==> src/rtl/sapc_params.svh <==
`ifndef SAPC_PARAMS_SVH
`define SAPC_PARAMS_SVH

// Register byte addresses on the AXI4-Lite port.
`define SAPC_A_CTRL  8'h00
`define SAPC_A_FBDIV 8'h04
`define SAPC_A_XM_LO 8'h08
`define SAPC_A_XM_HI 8'h0c
`define SAPC_A_XN    8'h10
`define SAPC_A_STAT  8'h14
`define SAPC_A_GPIO  8'h18
`define SAPC_A_LIM   8'h1c

// Feedback divider limits and built-in defaults.
`define SAPC_FB_MIN  10'h07a
`define SAPC_FB_MAX  10'h230
`define SAPC_FB_DEF  10'h114
`define SAPC_XM_DEF  48'h0000_0000_0019
`define SAPC_XN_DEF  16'h0001

// Bus responses.
`define SAPC_OKAY    2'h0
`define SAPC_SLVERR  2'h2

// Status register bit positions.
`define SAPC_ST_DONE 0
`define SAPC_ST_SRC  1
`define SAPC_ST_LOCK 3
`define SAPC_ST_LOL  4
`define SAPC_ST_ERR  5

// Timing: times in ns, counts derived from the 5 ns clock.
`define SAPC_CLK_NS  5
`define SAPC_BOOT_NS 200
`define SAPC_QUAL_NS 2000
`define SAPC_BOOT_CYC ((`SAPC_BOOT_NS + `SAPC_CLK_NS - 1) / `SAPC_CLK_NS)
`define SAPC_QUAL_CYC ((`SAPC_QUAL_NS + `SAPC_CLK_NS - 1) / `SAPC_CLK_NS)

// Loop filter control code window.
`define SAPC_V_MID   8'h80
`define SAPC_V_BASE  8'h10
`define SAPC_V_DBL   8'h08

`endif

==> src/rtl/sapc_pkg.sv <==
`include "sapc_params.svh"

package sapc_pkg;

  typedef logic [9:0]  sapc_fb_t;
  typedef logic [47:0] sapc_num_t;
  typedef logic [15:0] sapc_den_t;

  typedef enum logic [1:0] {
    SRC_NONE = 2'h0,
    SRC_OTP  = 2'h1,
    SRC_EE   = 2'h2
  } sapc_src_e;

  typedef enum logic [1:0] {
    BT_WAIT = 2'h0,
    BT_LOAD = 2'h1,
    BT_DONE = 2'h3
  } sapc_boot_e;

  typedef enum logic [1:0] {
    LK_UNL  = 2'h0,
    LK_QUAL = 2'h1,
    LK_LCK  = 2'h3
  } sapc_lock_e;

  // Boot source pins and loop control code after synchronisation.
  typedef struct packed {
    logic     otp_en;
    logic     otp_valid;
    logic     otp_dbl;
    sapc_fb_t otp_fb;
    logic     ee_en;
    logic     ee_valid;
    logic     ee_dbl;
    sapc_fb_t ee_fb;
    logic [7:0] vctrl;
  } sapc_pins_s;

  // True when a feedback divider value is one the loop can run at.
  function automatic logic sapc_fb_ok(input sapc_fb_t fb);
    sapc_fb_ok = (fb >= `SAPC_FB_MIN) && (fb <= `SAPC_FB_MAX);
  endfunction : sapc_fb_ok

  // Byte-lane merge of a bus write into an existing word.
  function automatic logic [31:0] sapc_merge(input logic [31:0] old,
                                              input logic [31:0] wd,
                                              input logic [3:0]  strb);
    sapc_merge = old;
    for (int i = 0; i < 4; i++)
      if (strb[i])
        sapc_merge[i*8 +: 8] = wd[i*8 +: 8];
  endfunction : sapc_merge

endpackage : sapc_pkg

==> src/rtl/sapc_boot.sv <==
`timescale 1ns/1ps
`include "sapc_params.svh"

module sapc_boot
  import sapc_pkg::*;
#(
  parameter int BOOT_CYC = `SAPC_BOOT_CYC
)
(
  // Clock and reset.
  input  wire logic             aclk,
  input  wire logic             aresetn,
  // Synchronised boot pins.
  input  wire sapc_pkg::sapc_pins_s pins,
  // Loaded configuration.
  output logic                  done,
  output sapc_pkg::sapc_src_e   src,
  output logic                  dbl,
  output sapc_pkg::sapc_fb_t    fb
);
  localparam int CW = $clog2(BOOT_CYC + 1);

  if (BOOT_CYC < 1) begin : g_chk
    $error("sapc_boot: BOOT_CYC must be at least 1");
  end

  typedef struct packed {
    sapc_boot_e     state;
    logic [CW-1:0]  cnt;
    logic           done;
    sapc_src_e      src;
    logic           dbl;
    sapc_fb_t       fb;
  } sapc_boot_s;

  sapc_boot_s st_q;
  sapc_boot_s st_d;
  logic       otp_use;
  logic       ee_use;

  // A source is used only when enabled, valid and holding a legal divider.
  assign otp_use = pins.otp_en && pins.otp_valid && sapc_fb_ok(pins.otp_fb);
  assign ee_use  = pins.ee_en && pins.ee_valid && sapc_fb_ok(pins.ee_fb);

  // Wait for the straps to settle, then load once; OTP has priority.
  always_comb
  begin
    st_d      = st_q;
    st_d.done = 1'b0;
    unique case (st_q.state)
      BT_WAIT:
      begin
        if (st_q.cnt == CW'(BOOT_CYC - 1))
          st_d.state = BT_LOAD;
        else
          st_d.cnt = st_q.cnt + CW'(1);
      end
      BT_LOAD:
      begin
        st_d.state = BT_DONE;
        st_d.done  = 1'b1;
        if (otp_use)
        begin
          st_d.src = SRC_OTP; // RULE_05
          st_d.dbl = pins.otp_dbl;
          st_d.fb  = pins.otp_fb;
        end
        else if (ee_use)
        begin
          st_d.src = SRC_EE; // RULE_05
          st_d.dbl = pins.ee_dbl;
          st_d.fb  = pins.ee_fb;
        end
        // Otherwise the built-in defaults stay in place. RULE_09
      end
      BT_DONE: st_d.state = BT_DONE;
      default: st_d.state = BT_WAIT;
    endcase
  end

  // State register.
  always_ff @(posedge aclk)
  begin
    if (!aresetn)
    begin
      st_q <= '{state: BT_WAIT, cnt: '0, done: 1'b0, src: SRC_NONE,
                dbl: 1'b0, fb: `SAPC_FB_DEF};
    end
    else
      st_q <= st_d;
  end

  assign done = st_q.done;
  assign src  = st_q.src;
  assign dbl  = st_q.dbl;
  assign fb   = st_q.fb;
endmodule : sapc_boot

==> src/rtl/sapc_lock.sv <==
`timescale 1ns/1ps
`include "sapc_params.svh"

module sapc_lock
  import sapc_pkg::*;
#(
  parameter int QUAL_CYC = `SAPC_QUAL_CYC
)
(
  // Clock and reset.
  input  wire logic          aclk,
  input  wire logic          aresetn,
  // Active configuration and loop control code.
  input  wire logic [7:0]    vctrl,
  input  wire logic          dbl,
  input  wire sapc_pkg::sapc_fb_t fb,
  input  wire logic          restart,
  // Lock state and window.
  output logic               locked,
  output logic               lol,
  output logic [7:0]         lim_lo,
  output logic [7:0]         lim_hi
);
  localparam int QW = $clog2(QUAL_CYC + 1);

  if (QUAL_CYC < 1) begin : g_chk
    $error("sapc_lock: QUAL_CYC must be at least 1");
  end

  typedef struct packed {
    sapc_lock_e    state;
    logic [QW-1:0] cnt;
    logic          lol;
  } sapc_lock_s;

  sapc_lock_s st_q;
  sapc_lock_s st_d;
  logic [7:0] span;
  logic       in_rng;

  // Window half-width grows with the divider and with the doubler.
  assign span   = `SAPC_V_BASE + {3'h0, fb[9:5]} // RULE_07
                + (dbl ? `SAPC_V_DBL : 8'h00);
  assign lim_lo = `SAPC_V_MID - span;
  assign lim_hi = `SAPC_V_MID + span;
  assign in_rng = (vctrl >= lim_lo) && (vctrl <= lim_hi);

  // Qualify for a full window before declaring lock.
  always_comb
  begin
    st_d     = st_q;
    st_d.lol = 1'b0;
    if (restart)
    begin
      st_d.state = LK_UNL;
      st_d.cnt   = '0;
      st_d.lol   = (st_q.state == LK_LCK);
    end
    else
    begin
      unique case (st_q.state)
        LK_UNL:
        begin
          st_d.cnt = '0;
          if (in_rng)
            st_d.state = LK_QUAL;
        end
        LK_QUAL:
        begin
          if (!in_rng)
            st_d.state = LK_UNL;
          else if (st_q.cnt == QW'(QUAL_CYC - 1))
            st_d.state = LK_LCK; // RULE_07
          else
            st_d.cnt = st_q.cnt + QW'(1);
        end
        LK_LCK:
        begin
          if (!in_rng)
          begin
            st_d.state = LK_UNL;
            st_d.lol   = 1'b1; // RULE_08
          end
        end
        default: st_d.state = LK_UNL;
      endcase
    end
  end

  // State register.
  always_ff @(posedge aclk)
  begin
    if (!aresetn)
      st_q <= '{state: LK_UNL, cnt: '0, lol: 1'b0};
    else
      st_q <= st_d;
  end

  assign locked = (st_q.state == LK_LCK);
  assign lol    = st_q.lol;
endmodule : sapc_lock

==> src/rtl/sapc_top.sv <==
// The AXI4-Lite interface to the registers and the placing of the registers are this design's own decisions.
`timescale 1ns/1ps
`include "sapc_params.svh"

// Function
// [RULE_01] Frequencies are held as a 48-bit numerator over a 16-bit denominator.
// [RULE_02] A setting chooses the crystal directly or through the doubler.
// [RULE_03] The feedback divider takes integers 122 to 560 and nothing else.
// [RULE_04] Software should pick settings for a 13.4GHz-13.9GHz loop.
// [RULE_05] At reset the settings load from OTP or EEPROM, whichever is valid.
// [RULE_06] After boot the host may rewrite the settings at any time.
// [RULE_07] Lock limits are derived from the active settings, not programmed.
// [RULE_08] Loss of lock is flagged in status and can drive a GPIO.
// [RULE_09] With no valid boot source the built-in defaults remain.
module sapc_top
  import sapc_pkg::*;
#(
  parameter int QUAL_CYC = `SAPC_QUAL_CYC,
  parameter int BOOT_CYC = `SAPC_BOOT_CYC
)
(
  // Clock and reset.
  input  wire logic                aclk,
  input  wire logic                aresetn,
  // AXI4-Lite write channels.
  input  wire logic [7:0]          awaddr,
  input  wire logic                awvalid,
  output logic                     awready,
  input  wire logic [31:0]         wdata,
  input  wire logic [3:0]          wstrb,
  input  wire logic                wvalid,
  output logic                     wready,
  output logic [1:0]               bresp,
  output logic                     bvalid,
  input  wire logic                bready,
  // AXI4-Lite read channels.
  input  wire logic [7:0]          araddr,
  input  wire logic                arvalid,
  output logic                     arready,
  output logic [31:0]              rdata,
  output logic [1:0]               rresp,
  output logic                     rvalid,
  input  wire logic                rready,
  // Boot sources.
  input  wire logic                otp_en,
  input  wire logic                otp_valid,
  input  wire logic                otp_dbl,
  input  wire sapc_pkg::sapc_fb_t  otp_fb,
  input  wire logic                ee_en,
  input  wire logic                ee_valid,
  input  wire logic                ee_dbl,
  input  wire sapc_pkg::sapc_fb_t  ee_fb,
  // Loop filter control code.
  input  wire logic [7:0]          vctrl_code,
  // PLL controls and status pin.
  output logic                     system_analog_pll_doubler_en,
  output sapc_pkg::sapc_fb_t       system_analog_pll_fbdiv,
  output logic                     gpio_status
);

  typedef struct packed {
    sapc_pins_s pin_s1;
    sapc_pins_s pin_s2;
    logic       awready;
    logic       wready;
    logic       bvalid;
    logic [1:0] bresp;
    logic       aw_full;
    logic       w_full;
    logic [7:0] aw_addr;
    logic [31:0] w_data;
    logic [3:0] w_strb;
    logic       arready;
    logic       rvalid;
    logic [1:0] rresp;
    logic [31:0] rdata;
    logic       dbl;
    sapc_fb_t   fb;
    sapc_num_t  xm;
    sapc_den_t  xn;
    logic       boot_done;
    sapc_src_e  boot_src;
    logic       lol_sticky;
    logic       cfg_err;
    logic       gpio_sel;
    logic       gpio_drv;
    logic       gpio;
    logic       restart;
  } sapc_state_s;

  sapc_state_s st_q;
  sapc_state_s st_d;
  sapc_pins_s  pins_in;
  logic        wr_go;
  logic        bt_done;
  sapc_src_e   bt_src;
  logic        bt_dbl;
  sapc_fb_t    bt_fb;
  logic        locked;
  logic        lol;
  logic [7:0]  lim_lo;
  logic [7:0]  lim_hi;

  // Pins are gathered so the whole group goes through two flip-flops.
  assign pins_in = '{otp_en: otp_en, otp_valid: otp_valid,
                     otp_dbl: otp_dbl, otp_fb: otp_fb, ee_en: ee_en,
                     ee_valid: ee_valid, ee_dbl: ee_dbl, ee_fb: ee_fb,
                     vctrl: vctrl_code};

  // A write executes once address and data are both held.
  assign wr_go = st_q.aw_full && st_q.w_full && !st_q.bvalid;

  sapc_boot #(
    .BOOT_CYC (BOOT_CYC)
  ) u_boot (
    .aclk    (aclk),
    .aresetn (aresetn),
    .pins    (st_q.pin_s2),
    .done    (bt_done),
    .src     (bt_src),
    .dbl     (bt_dbl),
    .fb      (bt_fb)
  );

  sapc_lock #(
    .QUAL_CYC (QUAL_CYC)
  ) u_lock (
    .aclk    (aclk),
    .aresetn (aresetn),
    .vctrl   (st_q.pin_s2.vctrl),
    .dbl     (st_q.dbl),
    .fb      (st_q.fb),
    .restart (st_q.restart),
    .locked  (locked),
    .lol     (lol),
    .lim_lo  (lim_lo),
    .lim_hi  (lim_hi)
  );

  // Bus slave, boot load, sticky flags and status pin in one step.
  always_comb
  begin
    logic [31:0] nv;
    logic        clr_lol;
    logic        clr_err;
    logic        bad;
    nv      = 32'h0000_0000;
    clr_lol = 1'b0;
    clr_err = 1'b0;
    bad     = 1'b0;
    st_d         = st_q;
    st_d.pin_s1  = pins_in;
    st_d.pin_s2  = st_q.pin_s1;
    st_d.restart = 1'b0;

    // Boot load replaces the defaults once. CTRL and FBDIV writes before it get SLVERR.
    if (bt_done)
    begin
      st_d.dbl       = bt_dbl; // RULE_05
      st_d.fb        = bt_fb;
      st_d.boot_src  = bt_src;
      st_d.boot_done = 1'b1;
      st_d.restart   = 1'b1;
    end

    // Address and data are taken independently.
    if (awvalid && st_q.awready)
    begin
      st_d.aw_addr = {awaddr[7:2], 2'h0};
      st_d.aw_full = 1'b1;
      st_d.awready = 1'b0;
    end
    if (wvalid && st_q.wready)
    begin
      st_d.w_data = wdata;
      st_d.w_strb = wstrb;
      st_d.w_full = 1'b1;
      st_d.wready = 1'b0;
    end

    if (wr_go)
    begin
      st_d.aw_full = 1'b0;
      st_d.w_full  = 1'b0;
      st_d.bvalid  = 1'b1;
      unique case (st_q.aw_addr)
        `SAPC_A_CTRL:
        begin
          nv  = sapc_merge({31'h0, st_q.dbl}, st_q.w_data, st_q.w_strb);
          bad = !st_q.boot_done; // RULE_06
          if (!bad)
          begin
            st_d.dbl     = nv[0]; // RULE_02
            st_d.restart = (nv[0] != st_q.dbl);
          end
        end
        `SAPC_A_FBDIV:
        begin
          nv  = sapc_merge({22'h0, st_q.fb}, st_q.w_data, st_q.w_strb);
          bad = !st_q.boot_done || (nv[31:10] != 22'h0)
              || !sapc_fb_ok(nv[9:0]); // RULE_03
          if (!bad)
          begin
            st_d.fb      = nv[9:0]; // RULE_06
            st_d.restart = (nv[9:0] != st_q.fb);
          end
        end
        `SAPC_A_XM_LO:
        begin
          nv = sapc_merge(st_q.xm[31:0], st_q.w_data, st_q.w_strb);
          st_d.xm[31:0] = nv; // RULE_01
        end
        `SAPC_A_XM_HI:
        begin
          nv = sapc_merge({16'h0, st_q.xm[47:32]}, st_q.w_data,
                          st_q.w_strb);
          st_d.xm[47:32] = nv[15:0]; // RULE_01
        end
        `SAPC_A_XN:
        begin
          nv  = sapc_merge({16'h0, st_q.xn}, st_q.w_data, st_q.w_strb);
          // A zero denominator would make the ratio meaningless.
          bad = (nv[15:0] == 16'h0000); // RULE_01
          if (!bad)
            st_d.xn = nv[15:0];
        end
        `SAPC_A_STAT:
        begin
          clr_lol = st_q.w_strb[0] && st_q.w_data[`SAPC_ST_LOL];
          clr_err = st_q.w_strb[0] && st_q.w_data[`SAPC_ST_ERR];
        end
        `SAPC_A_GPIO:
        begin
          nv = sapc_merge({30'h0, st_q.gpio_drv, st_q.gpio_sel},
                          st_q.w_data, st_q.w_strb);
          st_d.gpio_sel = nv[0];
          st_d.gpio_drv = nv[1];
        end
        `SAPC_A_LIM: bad = 1'b0;
        default:     bad = 1'b1;
      endcase
      st_d.bresp = bad ? `SAPC_SLVERR : `SAPC_OKAY;
    end

    // Both channels reopen only once the response has been taken.
    if (st_q.bvalid && bready)
    begin
      st_d.bvalid  = 1'b0;
      st_d.awready = 1'b1;
      st_d.wready  = 1'b1;
    end

    // A new event wins over a software clear in the same cycle.
    st_d.lol_sticky = (st_q.lol_sticky && !clr_lol) || lol; // RULE_08
    st_d.cfg_err    = (st_q.cfg_err && !clr_err) || (wr_go && bad);

    // Status pin follows the latched alarm or a software level.
    st_d.gpio = st_q.gpio_sel ? st_q.lol_sticky : st_q.gpio_drv; // RULE_08

    // Read: data is registered, so rvalid comes one cycle after arvalid.
    if (arvalid && st_q.arready)
    begin
      st_d.arready = 1'b0;
      st_d.rvalid  = 1'b1;
      st_d.rresp   = `SAPC_OKAY;
      st_d.rdata   = 32'h0000_0000;
      unique case ({araddr[7:2], 2'h0})
        `SAPC_A_CTRL:  st_d.rdata = {31'h0, st_q.dbl};
        `SAPC_A_FBDIV: st_d.rdata = {22'h0, st_q.fb};
        `SAPC_A_XM_LO: st_d.rdata = st_q.xm[31:0];
        `SAPC_A_XM_HI: st_d.rdata = {16'h0, st_q.xm[47:32]};
        `SAPC_A_XN:    st_d.rdata = {16'h0, st_q.xn};
        `SAPC_A_STAT:
        begin
          st_d.rdata[`SAPC_ST_DONE]       = st_q.boot_done;
          st_d.rdata[`SAPC_ST_SRC +: 2]   = st_q.boot_src;
          st_d.rdata[`SAPC_ST_LOCK]       = locked;
          st_d.rdata[`SAPC_ST_LOL]        = st_q.lol_sticky; // RULE_08
          st_d.rdata[`SAPC_ST_ERR]        = st_q.cfg_err;
        end
        `SAPC_A_GPIO:  st_d.rdata = {30'h0, st_q.gpio_drv, st_q.gpio_sel};
        `SAPC_A_LIM:   st_d.rdata = {16'h0, lim_hi, lim_lo}; // RULE_07
        default:       st_d.rresp = `SAPC_SLVERR;
      endcase
    end
    if (st_q.rvalid && rready)
    begin
      st_d.rvalid  = 1'b0;
      st_d.arready = 1'b1;
    end
  end

  // State register; pins and the defaults come up as constants.
  always_ff @(posedge aclk)
  begin
    if (!aresetn)
    begin
      st_q            <= '0;
      st_q.awready    <= 1'b1;
      st_q.wready     <= 1'b1;
      st_q.arready    <= 1'b1;
      st_q.fb         <= `SAPC_FB_DEF; // RULE_09
      st_q.xm         <= `SAPC_XM_DEF;
      st_q.xn         <= `SAPC_XN_DEF;
      st_q.boot_src   <= SRC_NONE;
    end
    else
      st_q <= st_d;
  end

  assign awready         = st_q.awready;
  assign wready          = st_q.wready;
  assign bvalid          = st_q.bvalid;
  assign bresp           = st_q.bresp;
  assign arready         = st_q.arready;
  assign rvalid          = st_q.rvalid;
  assign rresp           = st_q.rresp;
  assign rdata           = st_q.rdata;
  assign system_analog_pll_doubler_en = st_q.dbl;
  assign system_analog_pll_fbdiv      = st_q.fb;
  assign gpio_status     = st_q.gpio;
endmodule : sapc_top

==> config.mk <==
export PLATFORM = sky130hd
export DESIGN_NAME = sapc_top
export DESIGN_NICKNAME = d
export VERILOG_FILES = /design/src/rtl/sapc_pkg.sv /design/src/rtl/sapc_boot.sv /design/src/rtl/sapc_lock.sv /design/src/rtl/sapc_top.sv
export VERILOG_INCLUDE_DIRS = /design/src /design/src/rtl
export SDC_FILE = /design/constraint.sdc
export NUM_CORES = 1
export LEC_CHECK = 0
export BUFFER_PORTS_ARGS = -buffer_cell sky130_fd_sc_hd__buf_2
export CORE_AREA = 4 4 153 155
export DETAILED_ROUTE_END_ITERATION = 7
export DIE_AREA = 0 0 157 159
export PLACE_DENSITY = 0.75
export SETUP_SLACK_MARGIN = 0.1
export SYNTH_ARGS = -nofsm -noshare
export SYNTH_HDL_FRONTEND = slang
export SYNTH_HIERARCHICAL = 1
export SYNTH_SLANG_ARGS = --single-unit
==> constraint.sdc <==
create_clock -name aclk -period 3.2 [get_ports aclk]
set_clock_uncertainty 0.15 [all_clocks]
set_input_delay 0.64 -clock aclk [delete_from_list [all_inputs] [get_ports aclk]]
set_output_delay 0.64 -clock aclk [all_outputs]
set_load 0.02 [all_outputs]
==> flow_summary.toml <==
[status]
status = "complete, no violations"

[floorplan]
coreArea_um2 = 21800
die_h_um = 159
start_util_pct = 54.8
num_rows = 54
die_area_um2 = 25000
pin_count = 146
die_w_um = 157

[global_routing]
grt_usage_pct = 21.5
grt_pass1_wl_um = 44900
overflow = 0
antenna_found_initial = 0
grt_pass1_vias = 8991
grt_max_degree = 61

[sta]
tns_ns = 0
relSlewSlack_pct = 32.6
max_freq_mhz = 348
finalCriticalPeriod_ns = 2.88
slew_viol_final = 0
worst_pin_slew_ns = 1.00
setup_viol = 0
hold_viol_final = 0
min_period_over_period_pct = 89.9
rsz0062_at_grt = "no"

[power_and_ir_drop]
p_per_area_nw_per_um2 = 544
p_leak_nw = 5.18
peakVddDrop_mv = 0.442

[yosys]
syn-mean-instance-area_um2 = 8.85
synth_flop_cell = "dfxtp_1"
ys_warn_count = 6
syn_area_um2 = 12000
ys_seq_elements = 269
synth-edff-count = 0
ys_async_sr_fraction_pct = 0
synth_cells = 1352
yosysUniqueCellTypes = 83
ys_seq_area_share_pct = 45.0

[critical_path]
slowest_stage = "ha_1"
crit_family = "compound AO/OA/AOI/OAI gates"
crit_path_max_incr_delay_ns = 0.33
worstSetupPathType = "reg -> reg"
critPathMaxFanout = 10
startpoint_type = "flop"
path_buf_inv = 1
cp_data_required_time_ns = 3.50
crit_path_end_kind = "flop"
crit_path_frequent_cell = "ha_1"
path_cells = "ha_1, nor2_1, nand3_1, xnor2_1, ha_1, a21oi_1, o21ai_0, a41oi_2, a21oi_2, buf_4, nand4_1, a31oi_1"
cp.arrival_ns = 3.17

[layout]
final_cells = 1700
area_growth_pct = 10.4
seq_area_um2 = 5390
stdcell_area_um2 = 13200
final_net_count = 1509
multiInputGateArea_um2 = 5500
diodes = 0
fill_cells = 1875
drive_gt1_share_pct = 19.4

[placed_design]
dp_cells = 1648
place_congestion = 0.866
hpwl_um = 19600
place_area_um2 = 12300
port_buffers = 139

[clock_network]
cts_hold_buf = 0
cts_buffers = 28
clock_latency_ns = 0.55
clock_sinks = 269
cts_tree = "done"
cts_resized = 0
cts_max_level = 1
cts_root_buffer = "clkbuf_16"
clk_pin_slew_ns = 0.07
cts_setup_buffers = 0
clk_path_buf_depth = 3

[flow_run]
cap_violations = 0

[worst_hold_path]
hp-class = "in -> reg"

[routing]
firstDrtPassIters = 7
route.antenna.remaining_nets = 0
wl_per_cell_um = 16.4
route.vias.total = 9630
via_per_inst = 5.66
wl_um = 27900
drcViolationCount = 0
drtIter0Drc = 832
final timing paths:
check                                          startpoint                     endpoint  slack [ns]  depth (start not counted)
setup reg to reg  system_analog_pll_doubler_en$_SDFF_PN0_  u_lock/st_q[5]$_SDFFE_PP0P_        0.32                         12
hold / removal                                     wvalid          wready$_SDFFE_PP1P_        0.15                          2
hold reg to reg                      st_d[185]$_SDFF_PN0_         st_q[185]$_SDFF_PN0_        0.28                          1
setup / recovery  system_analog_pll_doubler_en$_SDFF_PN0_  u_lock/st_q[5]$_SDFFE_PP0P_        0.32                         12
cell families after synthesis:
group / Yosys count / synth area share, %
fa+ha+maj: 18 / 1.88
compound gates: 268 / 15.6
buf+inv: 182 / 9.06
other cells: 3 / 0.0941
xor+xnor: 21 / 1.54
simple gates: 546 / 23.0
mux: 45 / 3.81
flops: 269 / 45.0
flip-flops by register name, summed over array words and instances (netlist names), 2 cells and up:
| name | cells |
|---|---|
| st_q | 150 |
| st_d | 34 |
| rdata | 32 |
| u_lock/st_q | 11 |
| system_analog_pll_fbdiv | 10 |
| u_boot/fb | 10 |
| u_boot/st_q | 8 |
| u_boot/src | 2 |
metal layers:
metal  track usage, %  part of all wire (%)
met5                0                     0
met4             6.00                   2.8
met1             28.4                    42
met2             35.9                    47
met3             4.08                   7.7
metrics by stage:
| step | setup slack, ns | util [%] | hold slack, ns | total power [mW] |
|---|---|---|---|---|
| CTS | 0.345 | 60.5 | 0.134 | 7.26 |
| detailed placement | 0.364 | 56.2 | 0.268 | 4.01 |
| finish | 0.323 | 60.5 | 0.146 | 7.19 |
| global route | 0.129 | 60.5 | 0.153 | 7.44 |
| global placement | 0.438 | 56.2 | 0.267 | 4.00 |
| floorplan | 0.455 | - | 0.262 | 3.87 |
synthesized netlist by cell type, drive strengths merged (2+ instances only):
| cell type | number | area [um^2] |
|---|---|---|
| clkbuf | 68 | 330 |
| a221o | 2 | 21.3 |
| or3 | 2 | 12.5 |
| and2b | 7 | 58.8 |
| a21oi | 114 | 574 |
| a211oi | 15 | 148 |
| nand2 | 177 | 664 |
| nand4 | 13 | 87.6 |
| ha | 18 | 225 |
| a221oi | 29 | 323 |
| nor3b | 6 | 61.3 |
| a31oi | 12 | 75.1 |
| mux2i | 41 | 410 |
| o311ai | 2 | 17.5 |
| nand2b | 3 | 18.8 |
| a22oi | 22 | 165 |
| nand3 | 69 | 345 |
| nor2b | 11 | 76.3 |
| and4 | 2 | 20.0 |
| a222oi | 6 | 60.1 |
| o31ai | 2 | 15.0 |
| conb | 3 | 11.3 |
| nand3b | 4 | 30.0 |
| a31o | 3 | 26.3 |
| nor2 | 97 | 364 |
| inv | 28 | 105 |
| o211ai | 4 | 35.0 |
| and3 | 22 | 145 |
| nor4 | 17 | 128 |
| o21ai | 28 | 140 |
| nor3 | 32 | 188 |
| xor2 | 8 | 70.1 |
| a41oi | 3 | 52.6 |
| mux2 | 4 | 45.0 |
| a2111oi | 3 | 26.3 |
| dfxtp | 269 | 5390 |
| or4 | 3 | 30.0 |
| a21boi | 2 | 15.0 |
| and2 | 77 | 482 |
| xnor2 | 13 | 114 |
| a21o | 13 | 105 |
| buf | 85 | 644 |
power breakdown:
| part | switching [mW] | internal [mW] | leakage, nW | total, mW |
|---|---|---|---|---|
| logic | 0.251 | 0.166 | 2.53 | 0.417 |
| registers | 0.0888 | 3.44 | 2.19 | 3.53 |
| clock network | 1.31 | 1.94 | 0.460 | 3.24 |
| total | 1.65 | 5.54 | 5.18 | 7.19 |
cells in the final DEF, fill, tap and decap left out, drive strengths merged, types with 28 or more instances in the layout:
cell type / n
a21oi: 114
a221oi: 29
and2: 77
buf: 168
clkbuf: 39
dfxtp: 269
inv: 28
mux2i: 41
nand2: 177
nand3: 69
nor2: 97
nor3: 32
o21ai: 28
final cells by class:
| class | count | share of cell area (%) |
|---|---|---|
| inverters | 29 | 0.843 |
| clock inverters | 13 | 1.06 |
| flip-flops and latches | 269 | 40.8 |
| multi-input cells | 902 | 41.6 |
| repair buffers | 168 | 6.91 |
| clock buffers | 39 | 6.15 |
| well taps | 280 | 2.65 |
No activity file was read; power rests on OpenSTA's default activity.
